==> src/common/lwrm_pkg.sv <==
// package for the lane width and reversal map
// assumes one 40 MHz core clock; no software registers
package lwrm_pkg;

	// ********************************
	// sizes
	// ********************************
	localparam int unsigned LANES = 8;
	localparam int unsigned LNW = 3;
	localparam logic [LNW-1:0] LANE_MAX = 3'h7;
	localparam logic [LNW-1:0] LANE_NONE = 3'h0;

	// ********************************
	// link widths, one-hot lane counts, and WID_RST as zero for no link
	// ********************************
	localparam logic [3:0] WID_X1 = 4'h1;
	localparam logic [3:0] WID_X2 = 4'h2;
	localparam logic [3:0] WID_X4 = 4'h4;
	localparam logic [3:0] WID_X8 = 4'h8;
	localparam logic [3:0] WID_RST = 4'h0;

	// ********************************
	// core configuration
	// ********************************
	localparam logic CFG_X4 = 1'b0;
	localparam logic CFG_X8 = 1'b1;

	typedef enum logic [1:0] {
		LWRM_IDLE = 2'b00,
		LWRM_TRAIN = 2'b01,
		LWRM_UP = 2'b11
	} lwrm_state_t;

	typedef struct packed {
		logic [3:0] width;
		logic reversed;
		logic up;
	} lwrm_status_t;

	typedef struct packed {
		logic [LANES-1:0] valid;
		logic [LANES*LNW-1:0] partner;
	} lwrm_map_t;

endpackage

==> src/rtl/lwrm_lane_map.sv <==
// one lane of the mapping: physical lane index for a logical lane
// assumes width and reversal come from the settled training result
`timescale 1ns/100ps
module lwrm_lane_map #(
	parameter logic [2:0] LOGICAL = 3'h0
) (
	input wire logic [3:0] width,
	input wire logic reversed,
	input wire logic core_x8,
	output logic valid,
	output logic [2:0] phys
);
	logic [3:0] core_w;
	logic [3:0] top;

	always_comb
	begin
		core_w = core_x8 ? lwrm_pkg::WID_X8 : lwrm_pkg::WID_X4;
		top = core_w - 4'h1;
		valid = ({1'b0, LOGICAL} < width);
		if (!valid)
			phys = lwrm_pkg::LANE_NONE;
		else if (reversed)
			phys = top[2:0] - LOGICAL;
		else
			phys = LOGICAL;
	end
endmodule

==> src/rtl/lwrm_top.sv <==
// top of the lane width and reversal map
// assumes training inputs are synchronous to clk; rst_n may be asynchronous
//
// Summary of operation
// - four-lane core trains and runs with one, two or four partner lanes.
// - eight-lane core trains and runs with one, two, four or eight partner lanes.
// - lane numbering may be mirrored in every supported configuration.
// - unreversed, logical lane n sits on physical lane n.
// - reversed full x8, core lane i pairs with partner lane seven minus i.
`timescale 1ns/100ps
module lwrm_top (
	input wire logic clk,
	input wire logic rst_n,
	input wire logic core_x8,
	input wire logic train_start,
	input wire logic train_done,
	input wire logic [7:0] lanes_detected,
	input wire logic [2:0] partner_lane0,
	output lwrm_pkg::lwrm_status_t status,
	output lwrm_pkg::lwrm_map_t lane_map
);
	// ********************************
	// reset release
	// ********************************
	logic rst_s1_q;
	logic rst_s2_q;
	always_ff @(posedge clk or negedge rst_n)
	begin
		if (!rst_n)
		begin
			rst_s1_q <= 1'b0;
			rst_s2_q <= 1'b0;
		end
		else
		begin
			rst_s1_q <= 1'b1;
			rst_s2_q <= rst_s1_q;
		end
	end

	// ********************************
	// width negotiation
	// ********************************
	// highest physical lane the core owns
	function automatic logic [2:0] core_top(
		input logic x8
	);
		logic [3:0] w;
		w = x8 ? lwrm_pkg::WID_X8 : lwrm_pkg::WID_X4;
		return 3'(w - 4'h1);
	endfunction

	// lanes the core owns, as a mask
	function automatic logic [7:0] core_mask(
		input logic x8
	);
		return x8 ? 8'hff : 8'h0f;
	endfunction

	// presence bits mirrored across the lanes the core owns
	function automatic logic [7:0] mirror(
		input logic [7:0] det,
		input logic x8
	);
		logic [7:0] m;
		int top;
		m = '0;
		top = int'(core_top(x8));
		for (int i = 0; i < lwrm_pkg::LANES; i++)
		begin
			if (i <= top)
				m[i] = det[top-i];
		end
		return m;
	endfunction

	// ********************************
	// width and direction
	// ********************************
	// widest link with all lanes present, counted from partner lane 0
	function automatic logic [3:0] pick_width(
		input logic [7:0] det,
		input logic x8,
		input logic rev
	);
		logic [3:0] w;
		logic [7:0] n;
		w = lwrm_pkg::WID_RST;
		n = rev ? mirror(det, x8) : det;
		if (x8 && (&n))
			w = lwrm_pkg::WID_X8;
		else if (&n[3:0])
			w = lwrm_pkg::WID_X4;
		else if (&n[1:0])
			w = lwrm_pkg::WID_X2;
		else if (n[0])
			w = lwrm_pkg::WID_X1;
		return w;
	endfunction

	// reversed when partner lane 0 lands on our top owned lane
	function automatic logic want_rev(
		input logic [2:0] p0,
		input logic x8
	);
		return p0 != lwrm_pkg::LANE_NONE && p0 == core_top(x8);
	endfunction

	// ********************************
	// training result
	// ********************************
	logic [3:0] width_w;
	logic rev_w;
	assign rev_w = want_rev(partner_lane0, core_x8);
	assign width_w = pick_width(lanes_detected, core_x8, rev_w);

	// ********************************
	// training state
	// ********************************
	lwrm_pkg::lwrm_state_t state_q;
	lwrm_pkg::lwrm_state_t state_d;
	logic [3:0] width_q;
	logic rev_q;
	logic cfg_q;
	logic up_q;

	always_comb
	begin
		state_d = state_q;
		case (state_q)
			lwrm_pkg::LWRM_IDLE:
				if (train_start)
					state_d = lwrm_pkg::LWRM_TRAIN;
			lwrm_pkg::LWRM_TRAIN:
				if (train_done && width_w != lwrm_pkg::WID_RST)
					state_d = lwrm_pkg::LWRM_UP;
			lwrm_pkg::LWRM_UP:
				if (train_start)
					state_d = lwrm_pkg::LWRM_TRAIN;
			default:
				state_d = lwrm_pkg::LWRM_IDLE;
		endcase
	end

	always_ff @(posedge clk or negedge rst_s2_q)
	begin
		if (!rst_s2_q)
			state_q <= lwrm_pkg::LWRM_IDLE;
		else
			state_q <= state_d;
	end

	// ********************************
	// link-up flag
	// ********************************
	always_ff @(posedge clk or negedge rst_s2_q)
	begin
		if (!rst_s2_q)
			up_q <= 1'b0;
		else
			up_q <= (state_d == lwrm_pkg::LWRM_UP);
	end

	// ********************************
	// result and core size, held until retraining
	// ********************************
	always_ff @(posedge clk or negedge rst_s2_q)
	begin
		if (!rst_s2_q)
		begin
			width_q <= lwrm_pkg::WID_RST;
			rev_q <= 1'b0;
			cfg_q <= lwrm_pkg::CFG_X4;
		end
		else if (state_q == lwrm_pkg::LWRM_TRAIN && train_done)
		begin
			width_q <= width_w;
			rev_q <= rev_w;
			cfg_q <= core_x8;
		end
	end

	// ********************************
	// per-lane mapping
	// ********************************
	logic [7:0] valid_w;
	logic [23:0] phys_w;
	genvar g;
	generate
		for (g = 0; g < lwrm_pkg::LANES; g++)
		begin : g_lane
			lwrm_lane_map #(.LOGICAL(3'(g))) u_map (
				.width(width_q),
				.reversed(rev_q),
				.core_x8(cfg_q),
				.valid(valid_w[g]),
				.phys(phys_w[g*3 +: 3])
			);
		end
	endgenerate

	logic [7:0] mask_w;
	assign mask_w = core_mask(cfg_q);

	lwrm_pkg::lwrm_map_t map_q;
	always_ff @(posedge clk or negedge rst_s2_q)
	begin
		if (!rst_s2_q)
			map_q <= '0;
		else if (state_q == lwrm_pkg::LWRM_UP)
		begin
			map_q.valid <= valid_w & mask_w;
			map_q.partner <= phys_w;
		end
		else
			map_q <= '0;
	end

	// ********************************
	// outputs
	// ********************************
	assign lane_map = map_q;
	assign status.width = width_q;
	assign status.reversed = rev_q;
	assign status.up = up_q;
endmodule

==> config.mk <==
export PLATFORM = sky130hd
export DESIGN_NAME = lwrm_top
export DESIGN_NICKNAME = d
export VERILOG_FILES = /design/src/common/lwrm_pkg.sv /design/src/rtl/lwrm_lane_map.sv /design/src/rtl/lwrm_top.sv
export SDC_FILE = /design/constraint.sdc
export NUM_CORES = 1
export LEC_CHECK = 0
export BUFFER_PORTS_ARGS = -buffer_cell sky130_fd_sc_hd__buf_2
export CORE_ASPECT_RATIO = 1.2
export CORE_MARGIN = 2
export CORE_UTILIZATION = 55
export CTS_BUF_LIST = sky130_fd_sc_hd__clkbuf_8
export DETAILED_ROUTE_END_ITERATION = 8
export PLACE_DENSITY_LB_ADDON = 0.12
export REMOVE_ABC_BUFFERS = 1
export SLEW_MARGIN = 25
export SYNTH_ARGS = -nofsm -noshare
export SYNTH_HDL_FRONTEND = slang
export SYNTH_SLANG_ARGS = --single-unit
==> constraint.sdc <==
create_clock -name clk -period 1.7 [get_ports clk]
set_input_delay 0.085 -clock clk [delete_from_list [all_inputs] [get_ports clk]]
set_output_delay 0.085 -clock clk [all_outputs]
set_load 0.01 [all_outputs]
# Word-level counts from Yosys, hierarchy flattened
# Cells that the tools add are included.
word_totals:
  regBits: 43
  in_bits: 16
  out_inout_bits: 38
  word_cells: 122
classes:
  add_sub_neg: 16
  n_lt_le_gt_ge: 23
  eq_ne: 4
  mux: 58
  bitwise: 1
  n_reduce_logical: 11
op_table:
  columns: ["cell", "n"]
  rows:
  - ["two-way mux 3 bit", 19]
  - ["< comparator 4 x 5 -> 1 bit (second input constant)", 7]
  - ["two-way mux 32 bit", 1]
  - ["binary-select mux 1 bit (select 3 bit)", 8]
  - ["two-way mux 1 bit", 23]
  - ["< comparator 3 x 4 -> 1 bit (first input constant)", 4]
  - ["two-way mux 8 bit", 2]
  - ["subtractor 3 x 3 -> 4 bit (second input constant)", 4]
  - ["<= comparator 3 bit (first input constant)", 4]
  - ["subtractor 3 bit (second input constant)", 4]
  - ["subtractor 3 x 1 -> 3 bit (second input constant)", 3]
  - ["bitwise AND 8 bit", 1]
  - ["< comparator 1 x 4 -> 1 bit (first input constant)", 2]
  - ["< comparator 2 x 4 -> 1 bit (first input constant)", 2]
  - ["AND reduction 8 bit", 1]
  - ["subtractor 3 x 2 -> 4 bit (second input constant)", 2]
  - ["<= comparator 2 x 3 -> 1 bit (first input constant)", 2]
  - ["two-way mux 2 bit", 3]
  - ["subtractor 3 x 2 -> 3 bit (second input constant)", 2]
  - ["equality test 2 bit (second input constant)", 2]
  - ["logical AND 1 bit", 4]
  - ["< comparator 3 x 4 -> 1 bit (second input constant)", 1]
  - ["two-way mux 4 bit", 1]
  - ["one-hot mux 2 bit (2 select lines)", 1]
  - ["10 further kinds", 10]

# Longest topological paths before layout
# Gate-level depths: netlist of run 1.
logic_depth:
  ltp_word: 17
  depth_mapped: 7
  mapped_depth_nobuf: 6

# By module
# A second synthesis of run 1 with hierarchy kept.
unflattened:
  hier_cells: 171
  hier_area_um2: 1913.1
by_module_without_submodules:
  columns: ["mod", "instances", "cells_per_inst", "area_each_um2", "seq_area_each_um2"]
  rows:
  - ["lwrm_top", 1, 134, 1641.6, 1076.0]
  - ["lwrm_lane_map at g_lane[4].u_map", 1, 7, 57.6, 0.0]
  - ["lwrm_lane_map at g_lane[3].u_map", 1, 4, 33.8, 0.0]
  - ["lwrm_lane_map at g_lane[7].u_map", 1, 4, 32.5, 0.0]
  - ["lwrm_lane_map at g_lane[0].u_map", 1, 4, 31.3, 0.0]
  - ["lwrm_lane_map at g_lane[6].u_map", 1, 5, 31.3, 0.0]
  - ["lwrm_lane_map at g_lane[1].u_map", 1, 4, 30.0, 0.0]
  - ["lwrm_lane_map at g_lane[2].u_map", 1, 4, 27.5, 0.0]
  - ["lwrm_lane_map at g_lane[5].u_map", 1, 5, 27.5, 0.0]

# Worst setup path after synthesis of run 1
# Ideal clock, no wire load.
synth_path:
  path_type: "reg2reg"
  startpoint: "register state_q[1]"
  endpoint: "register up_q"
  setup_ps: 66
  t_arrival_ps: 1417
  required_ps: 1634
  setup_slack_ps: 218
  path_stages_with_launch: 7
  n_path_buf: 0
  synth_period_minus_slack_ps: 1482
  cell_sequence: "dfrtp_1 inv_1 ha_1 nand2_1 or4b_1 nand3_1 and2_1"
synth_between:
  elab_chain_len: 4
  word_cells_on_any_way: 8
  cone_classes: "eq/ne: 3; mux: 3; reduce/logical: 2"
synth_rtl:
  columns: ["item", "line_no", "source"]
  rows:
  - ["from (decl)", "lwrm_top.sv:120", "lwrm_pkg::lwrm_state_t state_q;"]
  - ["from (signal assigned)", "lwrm_top.sv:148", "state_q <= lwrm_pkg::LWRM_IDLE;"]
  - ["from (signal assigned)", "lwrm_top.sv:150", "state_q <= state_d;"]
  - ["equality test 2 bit or zero test 2 bit (tied branches)", "lwrm_top.sv:130", "case (state_q)"]
  - ["OR reduction 2 bit (no line)", null, null]
  - ["one-hot mux 2 bit (2 select lines) *", "lwrm_top.sv:130", null]
  - ["equality test 2 bit *", "lwrm_top.sv:161", "up_q <= (state_d == lwrm_pkg::LWRM_UP);"]
  - ["to (signal assigned)", "lwrm_top.sv:161", null]
  - ["to (decl)", "lwrm_top.sv:125", "logic up_q;"]
# Every way passes the cells marked *; elsewhere a longest branch is shown, timed or not.
# A chain may end at the register's enable or synchronous reset.

# Worst setup path in the final report of run 1
# Ends and elaborated chain as after synthesis.

==> metrics.md, run 1 <==
| Metric | Value |
|---|---|
| Outcome | `complete, no violations` |
| Post-synthesis cell area | `1613 um2` |
| RSZ-0062 raised after global routing | `no` |
| Simple-gate area share of the yosys netlist | `0.1800` |
| Clk slew on worst S/H paths | `0.06 ns` |
| Crit path required time | `1.92 ns` |
| Placer Congestion | `0.7490` |
| Vias in the first global route | `1235` |
| Post-synth EDFFs | `0` |
| Max-slew headroom | `0.6461` |
| Switching share of total power | `0.3197` |
| Maximum clock path buffer count | `2` |
| Post-synth ARST share | `1.000` |
| Clk sinks | `39` |
| Fin nets | `220` |
| Slew @ Worst Pin | `0.5277 ns` |
| Die height | `63.32 um` |
| Die Width | `53.44 um` |
| CP arrival | `1.78 ns` |
| GRT busiest layer | `met2` |
| Synthesis-stage register bit count | `39` |
| Fin crit share | `0.9200` |
| Core Box Area | `2785 um2` |
| # port buffers | `53` |
| Static Leakage | `0.001109 uW` |
| Startpoint Class | `flop` |
| CP max FO | `4` |
| Final wirelength | `3048 um` |
| Max-slew violation count | `0` |
| Core Util, Final | `0.7143` |
| Sequential share of power | `0.478` |
| Final setup fails | `0` |
| H-tree Lvls | `2` |
| Proportion of layout cells with a drive suffix above 1 | `0.3483` |
| Drt drc | `0` |
| First-pass GRT wire length | `5230 um` |
| ANT nets after route | `0` |
| Critical path class | `reg2reg` |
| Internal | `1675 uW` |
| Post-synth top area cell | `dfrtp_1` |
| Drt first pass iters | `5` |
| Maxcap violations | `0` |
| Dpl hpwl | `2272 um` |
| Post-synthesis sequential area ratio | `0.6051` |
| Endpoint class of the critical path | `flop` |
| DIE AREA | `3384 um2` |
| Grt met3 use | `0.04265` |
| Num rows | `21` |
| Detailed Route Iter0 Violations | `18` |
| Clk root buf | `clkbuf_8` |
| Setup tns final | `0 ns` |
| Post-synth top cells | `dfrtp_1 (39), nor2_1 (24), nand2_1 (13)` |
| Clock power frac | `0.264` |
| Vias | `1227` |
| Largest family of logic cells by synthesized area | `simple AND/OR/NAND/NOR gates` |
| Post-synthesis cell type count | `34` |
| Top_reg_cell synth | `dfrtp_1` |
| Setup Skew | `0.004976 ns` |
| Largest net degree at the start of global routing | `38` |
| DR WL/cell | `12.97 um` |
| Fin. Hold Viols | `0` |
| Post-synthesis mux area share | `0.03181` |
| Tmin final | `1.564 ns` |
| Synth area leaders | `dfrtp_1 (61%), nor2_1 (5.6%), buf_4 (3.3%)` |
| Avg Inst Size Synth | `10.82 um2` |
| Met2 Use GR | `0.3812` |
| Antenna diode count | `0` |
| FMAX | `639.4 MHz` |
| I/O Pins | `54` |
| Num CTS Buffers | `5` |
| Met1 usage | `0.2253` |
| XOR/XNOR Fraction of Synth Area | `0.01009` |
| Starting density of the core | `0.5791` |
| Aggregate global-route resource usage | `0.2119` |
| Combinational group share of total power | `0.258` |
| Syn. warnings | `0` |
| Pwr/cell area | `1238 nW/um2` |
| CTS tree | `built` |
| Gate Count Post-Synth | `149` |
| Worst-Skew Late Latency | `0.28 ns` |
| Sw power | `787.2 uW` |
| Synth Area in Compound Gates | `0.07448` |
| Grt total ovfl | `0` |
| Initial antenna violation count | `0` |
| Synth top area share | `0.6051` |
| Adder-Cell Fraction of Synth Area | `0.03103` |
| Hold Crit Class | `in2reg` |
| VDD IR max | `935.5 uV` |
| Layout area overhead | `23.35%` |
| Number of vias per cell | `5.221` |
| Most common cell in the netlist | `dfrtp_1` |
-- per-layer routing --
metal  vias up  wire length (um)
met1       583              1154
met2        49              1666
li1        588                 -
met3         7               164
met4         0                63
met5         -                 0
-- through the flow --
stage          hold slack, ns  setup slack [ns]  cell area [um2]  power (uW)  instances
3_3_place_gp          -0.1302            0.1439             1853        1744        225
6_report               0.1005            0.1360             1989        2463        235
3_5_place_dp          -0.1293           0.09140             1853        1778        225
2_1_floorplan         -0.2106           0.06690             1530        1542        136
4_1_cts               0.08865           0.07731             1963        2433        234
5_1_grt                0.1242           0.01946             1989        2625        235
-- flip-flops by register name, summed over array words and instances (netlist names) --
register  flops
cfg_q         1
lane_map     28
rev_q         1
rst_s1_q      1
rst_s2_q      1
state_q       2
up_q          1
width_q       4
-- worst max-delay path: stages (launching register included) --
cell	delay, ns
dfrtp_1	0.40
inv_1	0.11
ha_4	0.15
nand2_1	0.09
or4b_1	0.56
nand3_1	0.08
and2_1	0.12
-- what timing repair did --
item                       4_1_cts  5_1_grt
hold endpoints to repair         2        0
buffers inserted                 0        1
hold buffers                     1        0
resized for setup                0        4
setup endpoints to repair        0        4
-- power groups by stage --
stage                     combinational, uW  clock (uW)  sequential (uW)
after floorplan                         336           0             1210
after global placement                  566           0             1180
after detailed placement                590           0             1190
after CTS                               594         669             1170
after global routing                    721         700             1200
final                                   636         651             1180
-- cell families (layout without fill, tap and decap cells) --
logic type,after synthesis,in the layout
simple gates,61,61
fa+ha+maj,4,4
compound gates,19,19
buf+inv,19,71
mux,5,5
xor+xnor,1,1
other cells,1,1
flops,39,39
-- cell type report --
cell class              instances  area [um2]
well taps                      34       42.54
repair buffers                 57       297.8
flip-flops and latches         39       975.9
fillers                       220       795.8
inverters                       6       22.52
clock inverters                 1       3.754
clock buffers                   7       96.34
multi-input cells              91       550.5
-- worst paths after layout --
path	to	start	slack, ns	depth (start not counted)
max	up_q	state_q[1]	0.14	6
min	width_q[0]	train_done	0.10	3
max reg2reg	up_q	state_q[1]	0.14	6
min reg2reg	width_q[1]	rst_s2_q	0.28	1
max in group asynchronous	lane_map[8]	rst_s2_q	1.12	1
min in group asynchronous	rst_s1_q	rst_n	0.15	2
-- cells in the final DEF, fill, tap and decap left out, types with 2 or more instances in the layout --
cell type and n:
nand2_1 13, nor3_1 2, o21ai_0 7, buf_4 3, buf_2 53, ha_1 3, and2_1 2, clkbuf_8 7
a31oi_1 2, nand3_1 7, inv_1 7, dfrtp_1 39, mux2i_1 4, nor2b_1 3, nor2_1 24, nand4_1 2
a21oi_1 3, and3_1 2
Note: power is estimated with default switching activity, not from simulation.
==> run 2, diff against run 1 <==
- ABC_CLOCK_PERIOD_IN_PS: default -> 1700
- PLACE_DENSITY_LB_ADDON: 0.12 -> 0.2
==> metrics.md, run 2 (synthesis gave the netlist of run 1 again) <==
| Metric | Value |
|---|---|
| Antenna diode count | `0` |
| Tot Pwr | `2596 uW` |
| DR WL/cell | `13.10 um` |
| Clk sinks | `39` |
| Startpoint Class | `flop` |
| CTS tree | `built` |
| CP arrival | `1.85 ns` |
| Slew @ Worst Pin | `0.4883 ns` |
| DIE AREA | `3384 um2` |
| Aggregate global-route resource usage | `0.2160` |
| Grt total ovfl | `0` |
| Outcome | `complete, no violations` |
| Setup Skew | `0.005040 ns` |
| Die height | `63.32 um` |
| FMAX | `614.8 MHz` |
| Tmin final | `1.626 ns` |
| VDD IR max | `1564 uV` |
| Placer Congestion | `0.7522` |
| Core Util, Final | `0.7188` |
| Commonest non-fill, non-tap cell in the layout | `buf_2` |
| Vias in the first global route | `1252` |
| Max-slew headroom | `0.6714` |
| Place WS | `0.03760 ns` |
| Max-slew violation count | `0` |
| Maximum clock path buffer count | `2` |
| Fin crit share | `0.9567` |
| Clk slew on worst S/H paths | `0.07 ns` |
| Drt drc | `0` |
| Internal | `1786 uW` |
| Drt first pass iters | `4` |
| Final worst slack | `0.07356 ns` |
| Combinational group share of total power | `0.244` |
| Vias | `1242` |
| Worst Reg-to-Reg Cells | `6` |
| Static Leakage | `0.001114 uW` |
| Pwr/cell area | `1297 nW/um2` |
| CP max FO | `4` |
| H-tree Lvls | `2` |
| Hold Path Depth | `3` |
| Proportion of layout cells with a drive suffix above 1 | `0.3483` |
| # port buffers | `53` |
| Fin. Hold Viols | `0` |
| Dpl hpwl | `2300 um` |
| Sequential share of power | `0.452` |
| Num CTS Buffers | `5` |
| Die Width | `53.44 um` |
| Layout area overhead | `24.13%` |
| Worst-Skew Late Latency | `0.29 ns` |
| Num rows | `21` |
| Switching share of total power | `0.3120` |
| Number of vias per cell | `5.285` |
| Placed cell area | `1853 um2` |
| Crit path required time | `1.93 ns` |
| First-pass GRT wire length | `5195 um` |
| Fin area | `2002 um2` |
| Core Box Area | `2785 um2` |
| Starting density of the core | `0.5791` |
| Final wirelength | `3078 um` |
| Fin nets | `220` |
| Clk root buf | `clkbuf_8` |
| Max reg flops | `28` |
| Most frequent cells in the layout | `buf_2 (53), dfrtp_1 (39), nor2_1 (24), nand2_1 (13)` |
| Sw power | `809.9 uW` |
| I/O Pins | `54` |
| Endpoint class of the critical path | `flop` |
| Detailed Route Iter0 Violations | `25` |
| Min Hold Slack | `0.09687 ns` |
| Clock power frac | `0.304` |
| Maxcap violations | `0` |
| Hold Crit Class | `in2reg` |
| Initial antenna violation count | `0` |
| Final setup fails | `0` |
| ANT nets after route | `0` |
| Largest net degree at the start of global routing | `38` |
| Critical path class | `reg2reg` |
run 2: power groups by stage:
stage	Combinational, uW	Sequential [uW]	Clock, uW
final	633	1170	789
after global routing	717	1200	835
after CTS	592	1170	808
after detailed placement	588	1190	0
after global placement	559	1180	0
after floorplan	336	1210	0
run 2: layout make-up:
cell class / instances / area (um2)
inverters: 6 / 22.52
repair buffers: 57 / 297.8
fillers: 227 / 783.3
flip-flops and latches: 39 / 975.9
multi-input cells: 91 / 545.5
clock buffers: 6 / 82.58
well taps: 34 / 42.54
clock inverters: 2 / 35.03
run 2: worst max-delay path, cell delays in order (launching register included):
cell and delay [ns]:
dfrtp_1 0.39, inv_1 0.11, ha_4 0.16, nand2_1 0.09, or4b_1 0.58, nand3_1 0.10
and2_1 0.13
run 2: timing repair:
| action | CTS | global route |
|---|---|---|
| hold endpoints to repair | 2 | 0 |
| setup buffers | 0 | 1 |
| endpoints found under the setup margin | 0 | 4 |
| hold buffers | 1 | 0 |
| gates resized for setup | 0 | 3 |
run 2: path summary, 6_finish.rpt:
| check | slack (ns) | start | endpoint |
|---|---|---|---|
| setup / recovery | 0.07 | state_q[1] | up_q |
| hold / removal | 0.1 | train_done | width_q[0] |
| setup reg to reg | 0.07 | state_q[1] | up_q |
| hold reg to reg | 0.27 | rst_s2_q | lane_map[21] |
| max in group asynchronous | 1.11 | rst_s2_q | width_q[1] |
| min in group asynchronous | 0.13 | rst_n | rst_s1_q |
run 2: metrics by stage:
step / instances / setup TNS [ns]
after floorplan: 136 / 0
after global placement: 225 / 0
after detailed placement: 225 / 0
after CTS: 234 / 0
after global routing: 235 / -0.007859
final: 235 / 0
run 2: per-layer routing:
metal | track usage | routed length, um
met5 | 0 | 0
met4 | 0.1314 | 70
met3 | 0.06398 | 175
met2 | 0.3673 | 1722
met1 | 0.2228 | 1109
==> run 3, diff against run 2 <==
- ABC_CLOCK_PERIOD_IN_PS: 1700 -> 1400
- CORE_UTILIZATION: 55 -> 46
- clock period: 1.7 -> 1.4 ns (I/O delays scaled with it)
==> metrics.md, run 3 (synthesis gave the netlist of run 1 again) <==
| Metric | Value |
|---|---|
| Outcome | `complete, but fails checks` |
| Violated checks | `setup timing` |
| Slew @ Worst Pin | `0.5711 ns` |
| Max-slew headroom | `0.6084` |
| Maximum clock path buffer count | `2` |
| Startpoint Class | `flop` |
| Drt drc | `0` |
| Detailed Route Iter0 Violations | `20` |
| Core Util, Final | `0.6496` |
| Largest net degree at the start of global routing | `25` |
| Grt total ovfl | `0` |
| CP max FO | `3` |
| Number of vias per cell | `5.219` |
| Vias | `1289` |
| Critical path class | `reg2reg` |
| Crit path required time | `1.63 ns` |
| Fin nets | `229` |
| FMAX | `693.9 MHz` |
| Max reg flops | `28` |
| Hold Crit Class | `in2async` |
| Worst-Skew Late Latency | `0.28 ns` |
| Core Box Area | `3338 um2` |
| Static Leakage | `0.001189 uW` |
| # port buffers | `53` |
| Proportion of layout cells with a drive suffix above 1 | `0.4286` |
| Antenna diode count | `0` |
| Fin crit share | `1.029` |
| Most frequent cells in the layout | `buf_2 (53), dfrtp_1 (39), nor2_1 (24), nand2_1 (12), buf_4 (11)` |
| First-pass GRT wire length | `5492 um` |
| Starting density of the core | `0.4831` |
| Clk root buf | `clkbuf_8` |
| CP arrival | `1.67 ns` |
| Die height | `68.87 um` |
| Fin. Hold Viols | `0` |
| Dpl hpwl | `2474 um` |
| DR WL/cell | `13.62 um` |
| Aggregate global-route resource usage | `0.1878` |
| Pwr/cell area | `1670 nW/um2` |
| Clk sinks | `39` |
| Min Hold Slack | `0.08968 ns` |
| Fin area | `2168 um2` |
| Num CTS Buffers | `5` |
| Critical path's slowest cell | `or4b_4` |
| Placed cell area | `1924 um2` |
| VDD IR max | `948.9 uV` |
| Commonest non-fill, non-tap cell in the layout | `buf_2` |
| Final wirelength | `3365 um` |
| Largest stage delay, worst path | `0.49 ns` |
| Maxcap violations | `0` |
| Layout area overhead | `34.45%` |
| Final worst slack | `-0.04114 ns` |
| ANT nets after route | `0` |
| Setup Skew | `0.002505 ns` |
| Endpoint class of the critical path | `flop` |
| Initial antenna violation count | `0` |
| DIE AREA | `3998 um2` |
| Tmin final | `1.441 ns` |
| Clk slew on worst S/H paths | `0.07 ns` |
| H-tree Lvls | `2` |
| Final setup fails | `1` |
| I/O Pins | `54` |
| Die Width | `58.06 um` |
| CTS tree | `built` |
| Vias in the first global route | `1267` |
| Drt first pass iters | `4` |
| RSZ-0062 raised after global routing | `yes` |
| Num rows | `23` |
| Max-slew violation count | `0` |
| CP Cell Sequence | `inv_2 > ha_4 > nand2_4 > or4b_4 > nand3_2 > and2_4` |
| Placer Congestion | `0.7508` |
==> run 3: cell types whose count changed in the layout (fill, tap and decap cells not counted), moves of 2 or more <==
cell     before  now
o21ai_1       0    3
ha_4          1    3
o21ai_0       7    3
nor3_1        2    0
ha_1          3    1
buf_4         3   11
==> run 3: timing repair <==
item,in CTS,in global routing
setup endpoints to repair,4,7
setup buffers,1,0
gates resized for setup,17,7
hold endpoints to repair,2,0
pin swaps,4,1
hold buffers,1,0
==> run 3: worst max-delay path: cells and delay by family, from the launching register on <==
kind / cells / cell delay, ns
flops: 1 / 0.40
simple gates: 4 / 0.76
buf+inv: 1 / 0.08
fa+ha+maj: 1 / 0.14
==> run 3: cell type report <==
class	instances	area [um2]
fill	282	1170
sequential	39	975.9
multi-input combinational	91	621.8
timing repair buffer	66	369.1
clock buffer	5	68.82
clock inverter	3	63.81
tap	37	46.29
inverter	6	22.52
==> run 3: worst paths after layout <==
check	start	end	slack, ns	cells after the start
max in group asynchronous	rst_s2_q	lane_map[2]	0.92	1
worst min-delay path	rst_n	rst_s1_q	0.09	2
worst min register to register	rst_s2_q	width_q[1]	0.21	1
worst max register to register	state_q[1]	up_q	-0.04	6
min in group clk	train_done	width_q[0]	0.12	3
worst max-delay path	state_q[1]	up_q	-0.04	6
==> run 3: metal layers <==
layer	track usage	wire length [um]	part of all wire	vias up
li1	-	-	-	612
met1	0.1812	1240	0.37	623
met2	0.3523	1879	0.56	50
met3	0.05410	198	0.059	4
met4	0.1134	46	0.014	0
met5	0	0	0	-
==> run 3: stage by stage <==
stage          total power [uW]  setup slack (ns)  std cells  setup TNS (ns)
2_1_floorplan              1873           -0.2331        136         -0.7232
3_3_place_gp               2272          -0.06902        237         -0.1581
3_5_place_dp               2324           -0.1376        237         -0.4179
4_1_cts                    3548          -0.03411        247        -0.03411
5_1_grt                    3854          -0.09284        247         -0.3302
6_report                   3621          -0.04114        247        -0.04114
==> run 3: power breakdown <==
group / total (uW) / switching [uW] / leakage, uW / internal [uW]
clock network: 1080 / 372 / 0.0000695 / 705
registers: 1410 / 152 / 0.000529 / 1260
logic: 1130 / 577 / 0.000590 / 554
total: 3620 / 1100 / 0.00119 / 2520
